`src/shared/clkgen_regs_pkg.sv`:
```
// Purpose: Constants and types for the clock generator control register block
// Assumes: 16-bit word-addressed I/O space, one system clock
// Notes:   Offsets are word addresses; registers are 16 bits wide
package clkgen_regs_pkg;

   // ==========================================================
   // Register word addresses
   localparam logic [15:0] MEMCLK_CTRL_ADDR  = 16'h1c1e;
   localparam logic [15:0] PWR_FB_CTRL_ADDR  = 16'h1c20;
   localparam logic [15:0] REFDIV_CTRL_ADDR  = 16'h1c21;
   localparam logic [15:0] TEST_INIT_ADDR    = 16'h1c22;
   localparam logic [15:0] OUTDIV_CTRL_ADDR  = 16'h1c23;

   // ==========================================================
   // Field positions and widths
   localparam int NORMAL_OP_BIT   = 15;
   localparam int PWRDN_BIT       = 12;
   localparam int RATIO12_W       = 12;
   localparam int REFBYP_BIT      = 15;
   localparam int OUTDIV_EN_BIT   = 9;
   localparam int OUTPUT_DIVIDER_RATIO_W       = 8;
   localparam int MEMCLK_EN_BIT   = 0;

   // Writable bit masks, reserved read-only bits excluded
   localparam logic [15:0] PWR_FB_MASK  = 16'hffff;
   localparam logic [15:0] REFDIV_MASK  = 16'h8fff;
   localparam logic [15:0] OUTDIV_MASK  = 16'h02ff;
   localparam logic [15:0] MEMCLK_MASK  = 16'h0001;

   // ==========================================================
   // Reset values
   localparam logic [15:0] PWR_FB_RESET    = 16'h1000;
   localparam logic [15:0] REFDIV_RESET    = 16'h0000;
   localparam logic [15:0] TEST_INIT_RESET = 16'h0806;
   localparam logic [15:0] OUTDIV_RESET    = 16'h0000;
   localparam logic [15:0] MEMCLK_RESET    = 16'h0000;

   // Ratio offsets
   localparam logic [12:0] MULT_OFFSET   = 13'h0004;
   localparam logic [12:0] REFDIV_OFFSET = 13'h0004;
   localparam logic [8:0]  ODIV_OFFSET   = 9'h001;

   // ==========================================================
   // Register bus request
   typedef struct packed {
      logic        wr;
      logic        rd;
      logic [15:0] addr;
      logic [15:0] wdata;
   } io_req_t;

   // Clock source modes
   typedef enum logic {
      MODE_BYPASS,
      MODE_PLL
   } clk_mode_t;

   // Mask a write onto the writable bits only
   function automatic logic [15:0] masked_write(input logic [15:0] mask,
                                                input logic [15:0] data);
      return data & mask;
   endfunction

endpackage

```
`src/hw/clkgen_regs.sv`:
```
// Purpose: Software-visible clock generator control registers and control outputs
// Assumes: Single system clock, asynchronous active-high reset
// Notes:   Analogue PLL is outside; ratios and enables drive it as ports
//          Mode and rate selects are levels from logic on this same clock
//          Memory clock on/off switching is not glitch-free; reset its user after
`timescale 1ns/1ps
module clkgen_regs
   import clkgen_regs_pkg::*;
(
   input  wire logic        CLK_SYS,
   input  wire logic        RESET,
   input  wire io_req_t     IO_REQ,
   output logic      [15:0] IO_RDATA,
   input  wire logic        PLL_MODE_REQ,
   input  wire logic        HALF_RATE,
   output logic             PLL_MODE,
   output logic             PLL_POWER_DOWN,
   output logic             PLL_NORMAL_OP,
   output logic      [12:0] PLL_MULTIPLIER,
   output logic             REF_DIVIDER_BYPASS,
   output logic      [12:0] REF_DIVIDE_VALUE,
   output logic      [15:0] PLL_TEST_WORD,
   output logic             OUTPUT_DIVIDER_ENABLE,
   output logic      [8:0]  OUTPUT_DIVIDE_VALUE,
   output logic             MEMORY_CLOCK_PIN
);

   // ==========================================================
   // Register storage
   logic [15:0] pll_power_feedback_ctrl;
   logic [15:0] reference_divider_ctrl;
   logic [15:0] pll_test_init_word;
   logic [15:0] output_divider_ctrl;
   logic [15:0] memory_clock_output_ctrl;
   clk_mode_t   mode;
   logic        mem_clk;
   logic        half_phase;

   // Address decode
   wire sel_pwr    = IO_REQ.wr && (IO_REQ.addr == PWR_FB_CTRL_ADDR);
   wire sel_refdiv = IO_REQ.wr && (IO_REQ.addr == REFDIV_CTRL_ADDR);
   wire sel_test   = IO_REQ.wr && (IO_REQ.addr == TEST_INIT_ADDR);
   wire sel_outdiv = IO_REQ.wr && (IO_REQ.addr == OUTDIV_CTRL_ADDR);
   wire sel_memclk = IO_REQ.wr && (IO_REQ.addr == MEMCLK_CTRL_ADDR);

   // PLL mode entry is refused while the PLL is powered down
   wire pwrdn        = pll_power_feedback_ctrl[PWRDN_BIT];
   wire memclk_en    = memory_clock_output_ctrl[MEMCLK_EN_BIT];
   wire enter_ok     = PLL_MODE_REQ && !pwrdn;
   // Hazard: only entry is guarded; software must not power down in PLL mode
   clk_mode_t next_mode;
   assign next_mode  = !PLL_MODE_REQ ? MODE_BYPASS :
                       (mode == MODE_PLL || enter_ok) ? MODE_PLL : MODE_BYPASS;

   // Register writes, reserved bits masked away
   always_ff @(posedge CLK_SYS or posedge RESET) begin
      if (RESET) begin
         pll_power_feedback_ctrl  <= PWR_FB_RESET;
         reference_divider_ctrl   <= REFDIV_RESET;
         pll_test_init_word       <= TEST_INIT_RESET;
         output_divider_ctrl      <= OUTDIV_RESET;
         memory_clock_output_ctrl <= MEMCLK_RESET;
      end else begin
         if (sel_pwr)
            pll_power_feedback_ctrl <= masked_write(PWR_FB_MASK, IO_REQ.wdata);
         if (sel_refdiv)
            reference_divider_ctrl <= masked_write(REFDIV_MASK, IO_REQ.wdata);
         if (sel_test)
            pll_test_init_word <= IO_REQ.wdata;
         if (sel_outdiv)
            output_divider_ctrl <= masked_write(OUTDIV_MASK, IO_REQ.wdata);
         if (sel_memclk)
            memory_clock_output_ctrl <= masked_write(MEMCLK_MASK, IO_REQ.wdata);
      end
   end

   // Clock source mode; power-down after entry is not guarded
   always_ff @(posedge CLK_SYS or posedge RESET) begin
      if (RESET)
         mode <= MODE_BYPASS;
      else
         mode <= next_mode;
   end

   // Memory clock: full rate toggles each cycle, half rate every second
   always_ff @(posedge CLK_SYS or posedge RESET) begin
      if (RESET) begin
         mem_clk    <= 1'b0;
         half_phase <= 1'b0;
      end else if (!memclk_en) begin
         mem_clk    <= 1'b0;
         half_phase <= 1'b0;
      end else begin
         half_phase <= ~half_phase;
         if (!HALF_RATE || half_phase)
            mem_clk <= ~mem_clk;
      end
   end

   // Read data mux; unmapped addresses read zero
   always_ff @(posedge CLK_SYS or posedge RESET) begin
      if (RESET)
         IO_RDATA <= 16'h0000;
      else if (IO_REQ.rd) begin
         unique case (IO_REQ.addr)
            PWR_FB_CTRL_ADDR: IO_RDATA <= pll_power_feedback_ctrl;
            REFDIV_CTRL_ADDR: IO_RDATA <= reference_divider_ctrl;
            TEST_INIT_ADDR:   IO_RDATA <= pll_test_init_word;
            OUTDIV_CTRL_ADDR: IO_RDATA <= output_divider_ctrl;
            MEMCLK_CTRL_ADDR: IO_RDATA <= memory_clock_output_ctrl;
            default:          IO_RDATA <= 16'h0000;
         endcase
      end
   end

   // Control outputs to the analogue PLL and dividers
   assign PLL_MODE              = (mode == MODE_PLL);
   assign PLL_POWER_DOWN        = pwrdn;
   assign PLL_NORMAL_OP         = pll_power_feedback_ctrl[NORMAL_OP_BIT];
   assign PLL_MULTIPLIER        = {1'b0, pll_power_feedback_ctrl[RATIO12_W-1:0]}
                                  + MULT_OFFSET;
   assign REF_DIVIDER_BYPASS    = reference_divider_ctrl[REFBYP_BIT];
   assign REF_DIVIDE_VALUE      = {1'b0, reference_divider_ctrl[RATIO12_W-1:0]}
                                  + REFDIV_OFFSET;
   assign PLL_TEST_WORD         = pll_test_init_word;
   assign OUTPUT_DIVIDER_ENABLE = output_divider_ctrl[OUTDIV_EN_BIT];
   assign OUTPUT_DIVIDE_VALUE   = {1'b0, output_divider_ctrl[OUTPUT_DIVIDER_RATIO_W-1:0]}
                                  + ODIV_OFFSET;
   assign MEMORY_CLOCK_PIN      = mem_clk;

   // ==========================================================
   // Assertions
   // Mode entry is refused while powered down, taken once power is up
   pwrdn_refuse_a: assert property (@(posedge CLK_SYS) disable iff (RESET)
      (mode == MODE_BYPASS && pwrdn) |=> mode == MODE_BYPASS)
      else $error("PLL mode entered while powered down");
   pll_enter_a: assert property (@(posedge CLK_SYS) disable iff (RESET)
      (PLL_MODE_REQ && !pwrdn) |=> PLL_MODE)
      else $error("PLL mode not entered");

   // Dropping the request returns to bypass; power-down after entry is not guarded
   mode_exit_a: assert property (@(posedge CLK_SYS) disable iff (RESET)
      !PLL_MODE_REQ |=> !PLL_MODE)
      else $error("PLL mode kept without request");
   mode_hold_a: assert property (@(posedge CLK_SYS) disable iff (RESET)
      (PLL_MODE && PLL_MODE_REQ) |=> PLL_MODE)
      else $error("PLL mode dropped while requested");

   // Memory clock: low when off, toggling at full or half rate when on
   memclk_off_a: assert property (@(posedge CLK_SYS) disable iff (RESET)
      !memclk_en |=> !MEMORY_CLOCK_PIN)
      else $error("Memory clock not low when disabled");
   memclk_full_a: assert property (@(posedge CLK_SYS) disable iff (RESET)
      (memclk_en && !HALF_RATE) ##1 (memclk_en && !HALF_RATE)
      |-> MEMORY_CLOCK_PIN != $past(MEMORY_CLOCK_PIN))
      else $error("Memory clock not toggling at full rate");
   memclk_half_a: assert property (@(posedge CLK_SYS) disable iff (RESET)
      (memclk_en && HALF_RATE) [*3]
      |-> (MEMORY_CLOCK_PIN != $past(MEMORY_CLOCK_PIN))
          != ($past(MEMORY_CLOCK_PIN) != $past(MEMORY_CLOCK_PIN, 2)))
      else $error("Memory clock not toggling at half rate");
   memclk_write_a: assert property (@(posedge CLK_SYS) disable iff (RESET)
      sel_memclk |=> memclk_en == $past(IO_REQ.wdata[MEMCLK_EN_BIT]))
      else $error("Memory clock enable not written");

   // Written values reach the outputs one cycle after the strobe
   mult_value_a: assert property (@(posedge CLK_SYS) disable iff (RESET)
      sel_pwr |=> PLL_MULTIPLIER == {1'b0, $past(IO_REQ.wdata[11:0])} + 13'h0004)
      else $error("Multiplier wrong");
   pwrdn_write_a: assert property (@(posedge CLK_SYS) disable iff (RESET)
      sel_pwr |=> PLL_POWER_DOWN == $past(IO_REQ.wdata[12]))
      else $error("Power-down bit not written");
   refdiv_value_a: assert property (@(posedge CLK_SYS) disable iff (RESET)
      sel_refdiv |=> REF_DIVIDE_VALUE == {1'b0, $past(IO_REQ.wdata[11:0])} + 13'h0004
      && REF_DIVIDER_BYPASS == $past(IO_REQ.wdata[15]))
      else $error("Reference divider wrong");
   outdiv_value_a: assert property (@(posedge CLK_SYS) disable iff (RESET)
      sel_outdiv |=> OUTPUT_DIVIDE_VALUE == {1'b0, $past(IO_REQ.wdata[7:0])} + 9'h001
      && OUTPUT_DIVIDER_ENABLE == $past(IO_REQ.wdata[9]))
      else $error("Output divider wrong");

   // Registers change only under their own write strobe
   pwr_hold_a: assert property (@(posedge CLK_SYS) disable iff (RESET)
      !sel_pwr |=> $stable(pll_power_feedback_ctrl))
      else $error("Power and feedback register changed without write");
   refdiv_hold_a: assert property (@(posedge CLK_SYS) disable iff (RESET)
      !sel_refdiv |=> $stable(reference_divider_ctrl))
      else $error("Reference divider register changed without write");
   outdiv_hold_a: assert property (@(posedge CLK_SYS) disable iff (RESET)
      !sel_outdiv |=> $stable(output_divider_ctrl))
      else $error("Output divider register changed without write");
   memclk_hold_a: assert property (@(posedge CLK_SYS) disable iff (RESET)
      !sel_memclk |=> $stable(memory_clock_output_ctrl))
      else $error("Memory clock register changed without write");

   // Reserved bits stay zero and unmapped reads return zero
   reserved_zero_a: assert property (@(posedge CLK_SYS) disable iff (RESET)
      (output_divider_ctrl[15:10] == 6'h00) && !output_divider_ctrl[8]
      && reference_divider_ctrl[14:12] == 3'h0
      && memory_clock_output_ctrl[15:1] == 15'h0000)
      else $error("Reserved bits not zero");
   unmapped_read_a: assert property (@(posedge CLK_SYS) disable iff (RESET)
      (IO_REQ.rd && IO_REQ.addr != PWR_FB_CTRL_ADDR && IO_REQ.addr != REFDIV_CTRL_ADDR
       && IO_REQ.addr != TEST_INIT_ADDR && IO_REQ.addr != OUTDIV_CTRL_ADDR
       && IO_REQ.addr != MEMCLK_CTRL_ADDR) |=> IO_RDATA == 16'h0000)
      else $error("Unmapped read not zero");

   // Read data is the addressed register as it stood when the read was taken
   pwr_read_a: assert property (@(posedge CLK_SYS) disable iff (RESET)
      (IO_REQ.rd && IO_REQ.addr == PWR_FB_CTRL_ADDR)
      |=> IO_RDATA == $past(pll_power_feedback_ctrl))
      else $error("Power and feedback readback wrong");
   refdiv_read_a: assert property (@(posedge CLK_SYS) disable iff (RESET)
      (IO_REQ.rd && IO_REQ.addr == REFDIV_CTRL_ADDR)
      |=> IO_RDATA == $past(reference_divider_ctrl))
      else $error("Reference divider readback wrong");
   test_read_a: assert property (@(posedge CLK_SYS) disable iff (RESET)
      (IO_REQ.rd && IO_REQ.addr == TEST_INIT_ADDR)
      |=> IO_RDATA == $past(pll_test_init_word))
      else $error("Test word readback wrong");
   outdiv_read_a: assert property (@(posedge CLK_SYS) disable iff (RESET)
      (IO_REQ.rd && IO_REQ.addr == OUTDIV_CTRL_ADDR)
      |=> IO_RDATA == $past(output_divider_ctrl))
      else $error("Output divider readback wrong");
   memclk_read_a: assert property (@(posedge CLK_SYS) disable iff (RESET)
      (IO_REQ.rd && IO_REQ.addr == MEMCLK_CTRL_ADDR)
      |=> IO_RDATA == $past(memory_clock_output_ctrl))
      else $error("Memory clock register readback wrong");

endmodule // clkgen_regs

```
`config.mk`:
```
export PLATFORM = sky130hd
export DESIGN_NAME = clkgen_regs
export DESIGN_NICKNAME = d
export VERILOG_FILES = /design/src/shared/clkgen_regs_pkg.sv /design/src/hw/clkgen_regs.sv
export SDC_FILE = /design/constraint.sdc
export NUM_CORES = 1
export LEC_CHECK = 0
export BUFFER_PORTS_ARGS = -buffer_cell sky130_fd_sc_hd__buf_4
export CAP_MARGIN = 30
export CELL_PAD_IN_SITES_DETAIL_PLACEMENT = 0
export CELL_PAD_IN_SITES_GLOBAL_PLACEMENT = 1
export CORE_ASPECT_RATIO = 1.25
export CORE_UTILIZATION = 35
export DETAILED_ROUTE_END_ITERATION = 10
export PLACE_DENSITY_LB_ADDON = 0.1
export SYNTH_ARGS = -nofsm -noshare
export SYNTH_HDL_FRONTEND = slang
export SYNTH_SLANG_ARGS = --single-unit
```
`constraint.sdc`:
```
create_clock -name CLK_SYS -period 2.9 [get_ports CLK_SYS]
set_input_delay 0.58 -clock CLK_SYS [delete_from_list [all_inputs] [get_ports CLK_SYS]]
set_output_delay 0.58 -clock CLK_SYS [all_outputs]
set_load 0.02 [all_outputs]
```
[After elaboration in Yosys (flattened, before gate mapping)]
Index checks and enable logic that the tools add are counted.
Storage, ports and cells
  register bits after elaboration: 74
  output and inout bits: 73
  word-level logic and storage cells: 36
  bits of input ports: 38
Cells by class
  add/subtract/negate cells: 3
  reductions and logical operators: 10
  equality and inequality tests: 6
  bitwise operators: 2
  mux-type cells: 6
Operators by type and width (count)
  $eq 16x13->1 const B: 5
  $pmux 16 s5: 1
  $add 12x3->13 const B: 2
  $add 8x1->9 const B: 1
  $logic_and 1x1->1: 6
  $mux 1: 5
  $logic_not 1->1: 2
  $logic_or 1x1->1: 2
  $ne 2x1->1 const B: 1
  $not 1->1: 2

[Logic depth before layout (Yosys ltp)]
  depth after elaboration: 5
  mapped depth: 6
  mapped depth without buffers: 4

[Least setup slack after synthesis]
OpenSTA, ideal clock, no wires.
  path type: input to register
  start point: input IO_REQ[18] in the netlist's numbering
  end point: register pll_power_feedback_ctrl[0]
  cell stages on the path: 6
  data required time: 2775 ps
  library setup time: 125 ps
  path buffers: 2
  setup slack: 779 ps
  data arrival time: 1996 ps
  path through: nor4b_4 -> nand4b_4 -> or3_1 -> buf_6 -> buf_12 -> mux2_4
On the way
  longest elaborated chain between the ends: 2
RTL lines
  from (decl): line clkgen_regs.sv:12  | input wire io_req_t IO_REQ,
  $eq 16x13->1: line clkgen_regs.sv:40  | wire sel_pwr = IO_REQ.wr && (IO_REQ.addr == PWR_FB_CTRL_ADDR);
  $logic_and 1x1->1: line clkgen_regs.sv:40
  to (signal assigned): line clkgen_regs.sv:65  | pll_power_feedback_ctrl <= masked_write(PWR_FB_MASK, IO_REQ.wdata);
  to (decl): line clkgen_regs.sv:30  | logic [15:0] pll_power_feedback_ctrl;
Every way passes these cells.
A chain may end at the register's enable or synchronous reset.

[Worst setup path after layout]
  start point: register reference_divider_ctrl[2]
  end point: output REF_DIVIDE_VALUE[10]
On the way
  longest elaborated chain between the ends: 1
RTL lines
  from (decl): line clkgen_regs.sv:31  | logic [15:0] reference_divider_ctrl;
  from (signal assigned): line clkgen_regs.sv:67  | reference_divider_ctrl <= masked_write(REFDIV_MASK, IO_REQ.wdata);
  $add 12x3->13: line clkgen_regs.sv:124  | + REFDIV_OFFSET;
  to (decl): line clkgen_regs.sv:21  | output logic [12:0] REF_DIVIDE_VALUE,
Every way passes these cells.

==> results.txt <==
The flow ran to the end, and the final reports show no timing, DRC or antenna violations. The number of gates resized after CTS came out at 0. The via count of the first global-routing pass is 2804. Walking the worst path, the cells encountered are ha_1 -> nand3_1 -> nor2_1 -> xor2_1 -> buf_4. The switching power share of the total came out at 0.2086. Summed over all instances, the cell type with the most area after synthesis is sky130_fd_sc_hd__dfrtp_1.

The region available for standard cell placement spans 10560 µm². The diode insertion count for antenna repair came out at 0. Counting instances in the post-synthesis netlist gives the leading cell types as sky130_fd_sc_hd__dfrtp_1 (70), sky130_fd_sc_hd__mux2_2 (45), sky130_fd_sc_hd__inv_1 (28). After clock tree synthesis, the flow added hold-fix buffers numbering 0.

The post-synthesis sequential area ratio came out at 0.4916. The actual transition at the worst max-transition pin is 0.5809 ns. The area occupied by multi-input gates is 1704 µm². The clock net in this run drives a total of 74 sinks. Dividing total power by cell area gives a power density of between 400 and 500 nW/µm². The mean number of vias per cell is 4.964.

The min-delay analysis places its worst path in the category in2async. The maximum number of pins on one net before global-route repair came out at 41. The net total in the final layout came out at 452. In the post-synthesis netlist, the cell with the most instances is sky130_fd_sc_hd__dfrtp_1.

The dominant register cell in the synthesized netlist is sky130_fd_sc_hd__dfrtp_1. The number of enable flip-flop cells after synthesis is 0. The placed instances occupy a cell area of 4717 µm². The peak per-stage delay on the critical path is 0.48 ns. The total die area came out at 11210 µm². Setup repair after global routing left no endpoint under its margin. The average size of a mapped cell is 12.63 µm². The cell area that synthesis handed to floorplanning was approximately 3800 µm². The area share of and/or/nand/nor cells after synthesis is 0.1033.

Of the total synthesized cell area, the portion taken by XOR and XNOR cells is 0.05333. The clock skew after layout came out at between 0.003 and 0.004 ns. After synthesis, the largest family of logic cells by area is multiplexers. The gate count after technology mapping came out at 299. The number of filler cells placed in the layout came out at around 1000. The synthesis warning total came out at 0. The post-route cell area came out at between 5000 and 6000 µm². The buffer levels on the longest clock path came out at 2.

The area occupied by registers is 1857 µm². The signed area change from the synthesized netlist to the final layout came out at 34.15%. The first detailed-routing pass took 4 iterations. The adder and majority cell fraction of the synthesized area is 0.009937. The worst slew margin relative to its limit is 0.6073. The count of input and output buffers came out at 110. The detailed router's first-iteration violation count is 55. The number of buffers added by the clock tree synthesis step is 9. The count of maximum capacitance violations is 0.

The final core utilization came out at 0.4797. The capturing element type of the critical path is a primary output. The width of the chip is 94.92 µm.

Clock tree synthesis selected as its root buffer the cell sky130_fd_sc_hd__clkbuf_16. For this run, the total global-route usage over all layers was measured as 0.1889. The number of setup buffers added after CTS is 0. The proportion of power drawn by flip-flops and latches is 0.424. The post-synthesis mux area share came out at 0.2488. The chip height came out at 118.2 µm. The CTS clock-pin slew for the worst setup and hold paths came out at approximately 0.060 ns. The insertion delay of the later-clocked pin in the worst-skew pair is 0.33 ns.

The first global-routing pass estimated 15.38 mm of wire. The maximum fanout along the worst path came out at 7. The post-route DRC violation count came out at 0. The top-level port count came out at between 100 and 150. The HPWL after detailed placement is a little under 7 mm.

The number of slew-limit violations in the final report is 0. For this run, the top clock speed supported by timing is 0.4278 GHz. STA puts the critical path data arrival time at 1.76 ns. The final cycle utilization of the critical path is 0.8060. The net switching power is 0.0005094 W. The share of the synthesized area in the top cell type is 0.4637.

The number of vias after detailed routing came out at ~2700. Setup violations remaining at the end of the flow were counted as 0. By area the synthesized netlist is led by sky130_fd_sc_hd__dfrtp_1 (46%), sky130_fd_sc_hd__mux2_2 (13%), sky130_fd_sc_hd__mux4_2 (5.4%). TritonCTS built the clock tree. The combinational power share is 0.047. The peak ir drop on the vdd network is about 0.32 mV. The worst-case register-to-register setup slack is 1.64 ns.

The clock tree synthesis step divided the H-tree into 3 levels. In this run the remaining antenna-violating nets after routing total 0. The share of cells above drive strength 1 is 0.5000. Hold is met by 0.09579 ns. The clock period minus final worst setup slack came out at approximately 2.3 ns. Synthesis instantiated 39 different standard cells from the library. The share of synthesized registers carrying an async set or reset is 1.000. The required time at the endpoint of the critical path is 2.32 ns. The count of state elements after synthesis came out at between 70 and 80. The hold violation count in the final report was 0. STA classifies the critical path startpoint as a flip-flop. The internal power of the cells came out at between 0.0015 and 0.002 W.

The highest-delay cell along the critical path is sky130_fd_sc_hd__dfrtp_1. The number of antenna violations at the first check in global routing is 0. In this run the core area contains 42 standard-cell rows. The final wirelength came out at 9.848 mm.

The net count of the mapped netlist came out at 340. For this design the static power due to leakage is around 2.5 nW. The relative contribution of the clock network to total power is 0.530.

At the end of routability-driven placement, the weighted congestion stood at 0.7242. After detailed routing, the average wire length per cell comes to 17.97 µm. The worst setup path is of the reg2out kind. The synthesized-area fraction occupied by ao, oa, aoi and oai cells was 0.03577. The initial utilization of the core area, before any placement, comes to 0.3576. For this run the aggregate overflow at the end of global routing stands at 0.

The total negative slack for setup checks is 0 ns.
worst paths after layout:
| path | from | to | cells after the start |
|---|---|---|---|
| min in group CLK_SYS | half_phase$_DFF_PP0_ | half_phase$_DFF_PP0_ | 1 |
| min | RESET | MEMORY_CLOCK_PIN$_DFFE_PP0P_ | 2 |
| max in group asynchronous | RESET | PLL_TEST_WORD[1]$_DFFE_PP1P_ | 3 |
| min reg2reg | half_phase$_DFF_PP0_ | half_phase$_DFF_PP0_ | 1 |
| max reg2reg | output_divider_ctrl[0]$_DFFE_PP0P_ | IO_RDATA[0]$_DFFE_PP0P_ | 3 |
| max | reference_divider_ctrl[2]$_DFFE_PP0P_ | REF_DIVIDE_VALUE[10] | 5 |
worst max-delay path: cells and delay by family (launching register included):
family        cells  cell delay [ns]
xor+xnor          1             0.17
fa+ha+maj         1             0.26
buf+inv           1             0.16
flops             1             0.48
simple gates      2             0.36
logic make-up after synthesis:
| family | count (synthesis) |
|---|---|
| AO/OA/AOI/OAI | 21 |
| XOR/XNOR | 23 |
| adder cells (fa/ha/maj) | 3 |
| buffers and inverters | 45 |
| flip-flops | 74 |
| multiplexers | 72 |
| AND/OR/NAND/NOR | 61 |
layout by cell type, fill, tap and decap left out, types with 8 or more instances in the layout:
cell type and instances:
sky130_fd_sc_hd__buf_4 118, sky130_fd_sc_hd__dfrtp_1 70, sky130_fd_sc_hd__mux2_2 45, sky130_fd_sc_hd__inv_1 27
sky130_fd_sc_hd__nand3_1 15, sky130_fd_sc_hd__xnor2_1 15, sky130_fd_sc_hd__o22ai_1 12, sky130_fd_sc_hd__nor2_1 12
sky130_fd_sc_hd__mux2_4 10, sky130_fd_sc_hd__nand2_1 9, sky130_fd_sc_hd__mux4_2 9, sky130_fd_sc_hd__clkbuf_16 9
sky130_fd_sc_hd__mux2i_1 8, sky130_fd_sc_hd__xor2_1 8
metrics by stage:
stage,setup slack (ns),cells,power [W]
2_1_floorplan,0.4450,299,0.001101
3_3_place_gp,0.5731,532,0.001169
3_5_place_dp,0.5205,532,0.001171
5_1_grt,0.4216,548,0.002535
4_1_cts,0.5363,548,0.002481
6_report,0.5627,548,0.002442
power groups by stage:
stage          logic [W]  registers (W)  clock network [W]
2_1_floorplan  0.0000465        0.00105                  0
3_3_place_gp    0.000116        0.00105                  0
3_5_place_dp    0.000118        0.00105                  0
4_1_cts         0.000118        0.00103            0.00133
5_1_grt         0.000127        0.00103            0.00137
6_report        0.000114        0.00103            0.00129
flip-flops by register name (all words and copies together), names as in the netlist:
| register | flops |
|---|---|
| reference_divider_ctrl | 13 |
| output_divider_ctrl | 9 |
| MEMORY_CLOCK_PIN | 1 |
| IO_RDATA | 16 |
| PLL_MODE | 1 |
| pll_power_feedback_ctrl | 16 |
| PLL_TEST_WORD | 16 |
| memory_clock_output_ctrl | 1 |
| half_phase | 1 |
layout make-up:
class | instances | share of cell area
Timing Repair Buffer | 118 | 0.1748
Tap cell | 132 | 0.03259
Sequential cell | 74 | 0.3664
Clock inverter | 7 | 0.02469
Clock buffer | 9 | 0.04444
Inverter | 28 | 0.02074
Multi-Input combinational cell | 180 | 0.3363
routing by layer:
layer / GRT usage / wire (µm)
met5: 0 / 0
met4: 0.06818 / 87
met3: 0.04826 / 627
met2: 0.3125 / 5021
met1: 0.2346 / 4111
Power figures use the tool's default switching activity.
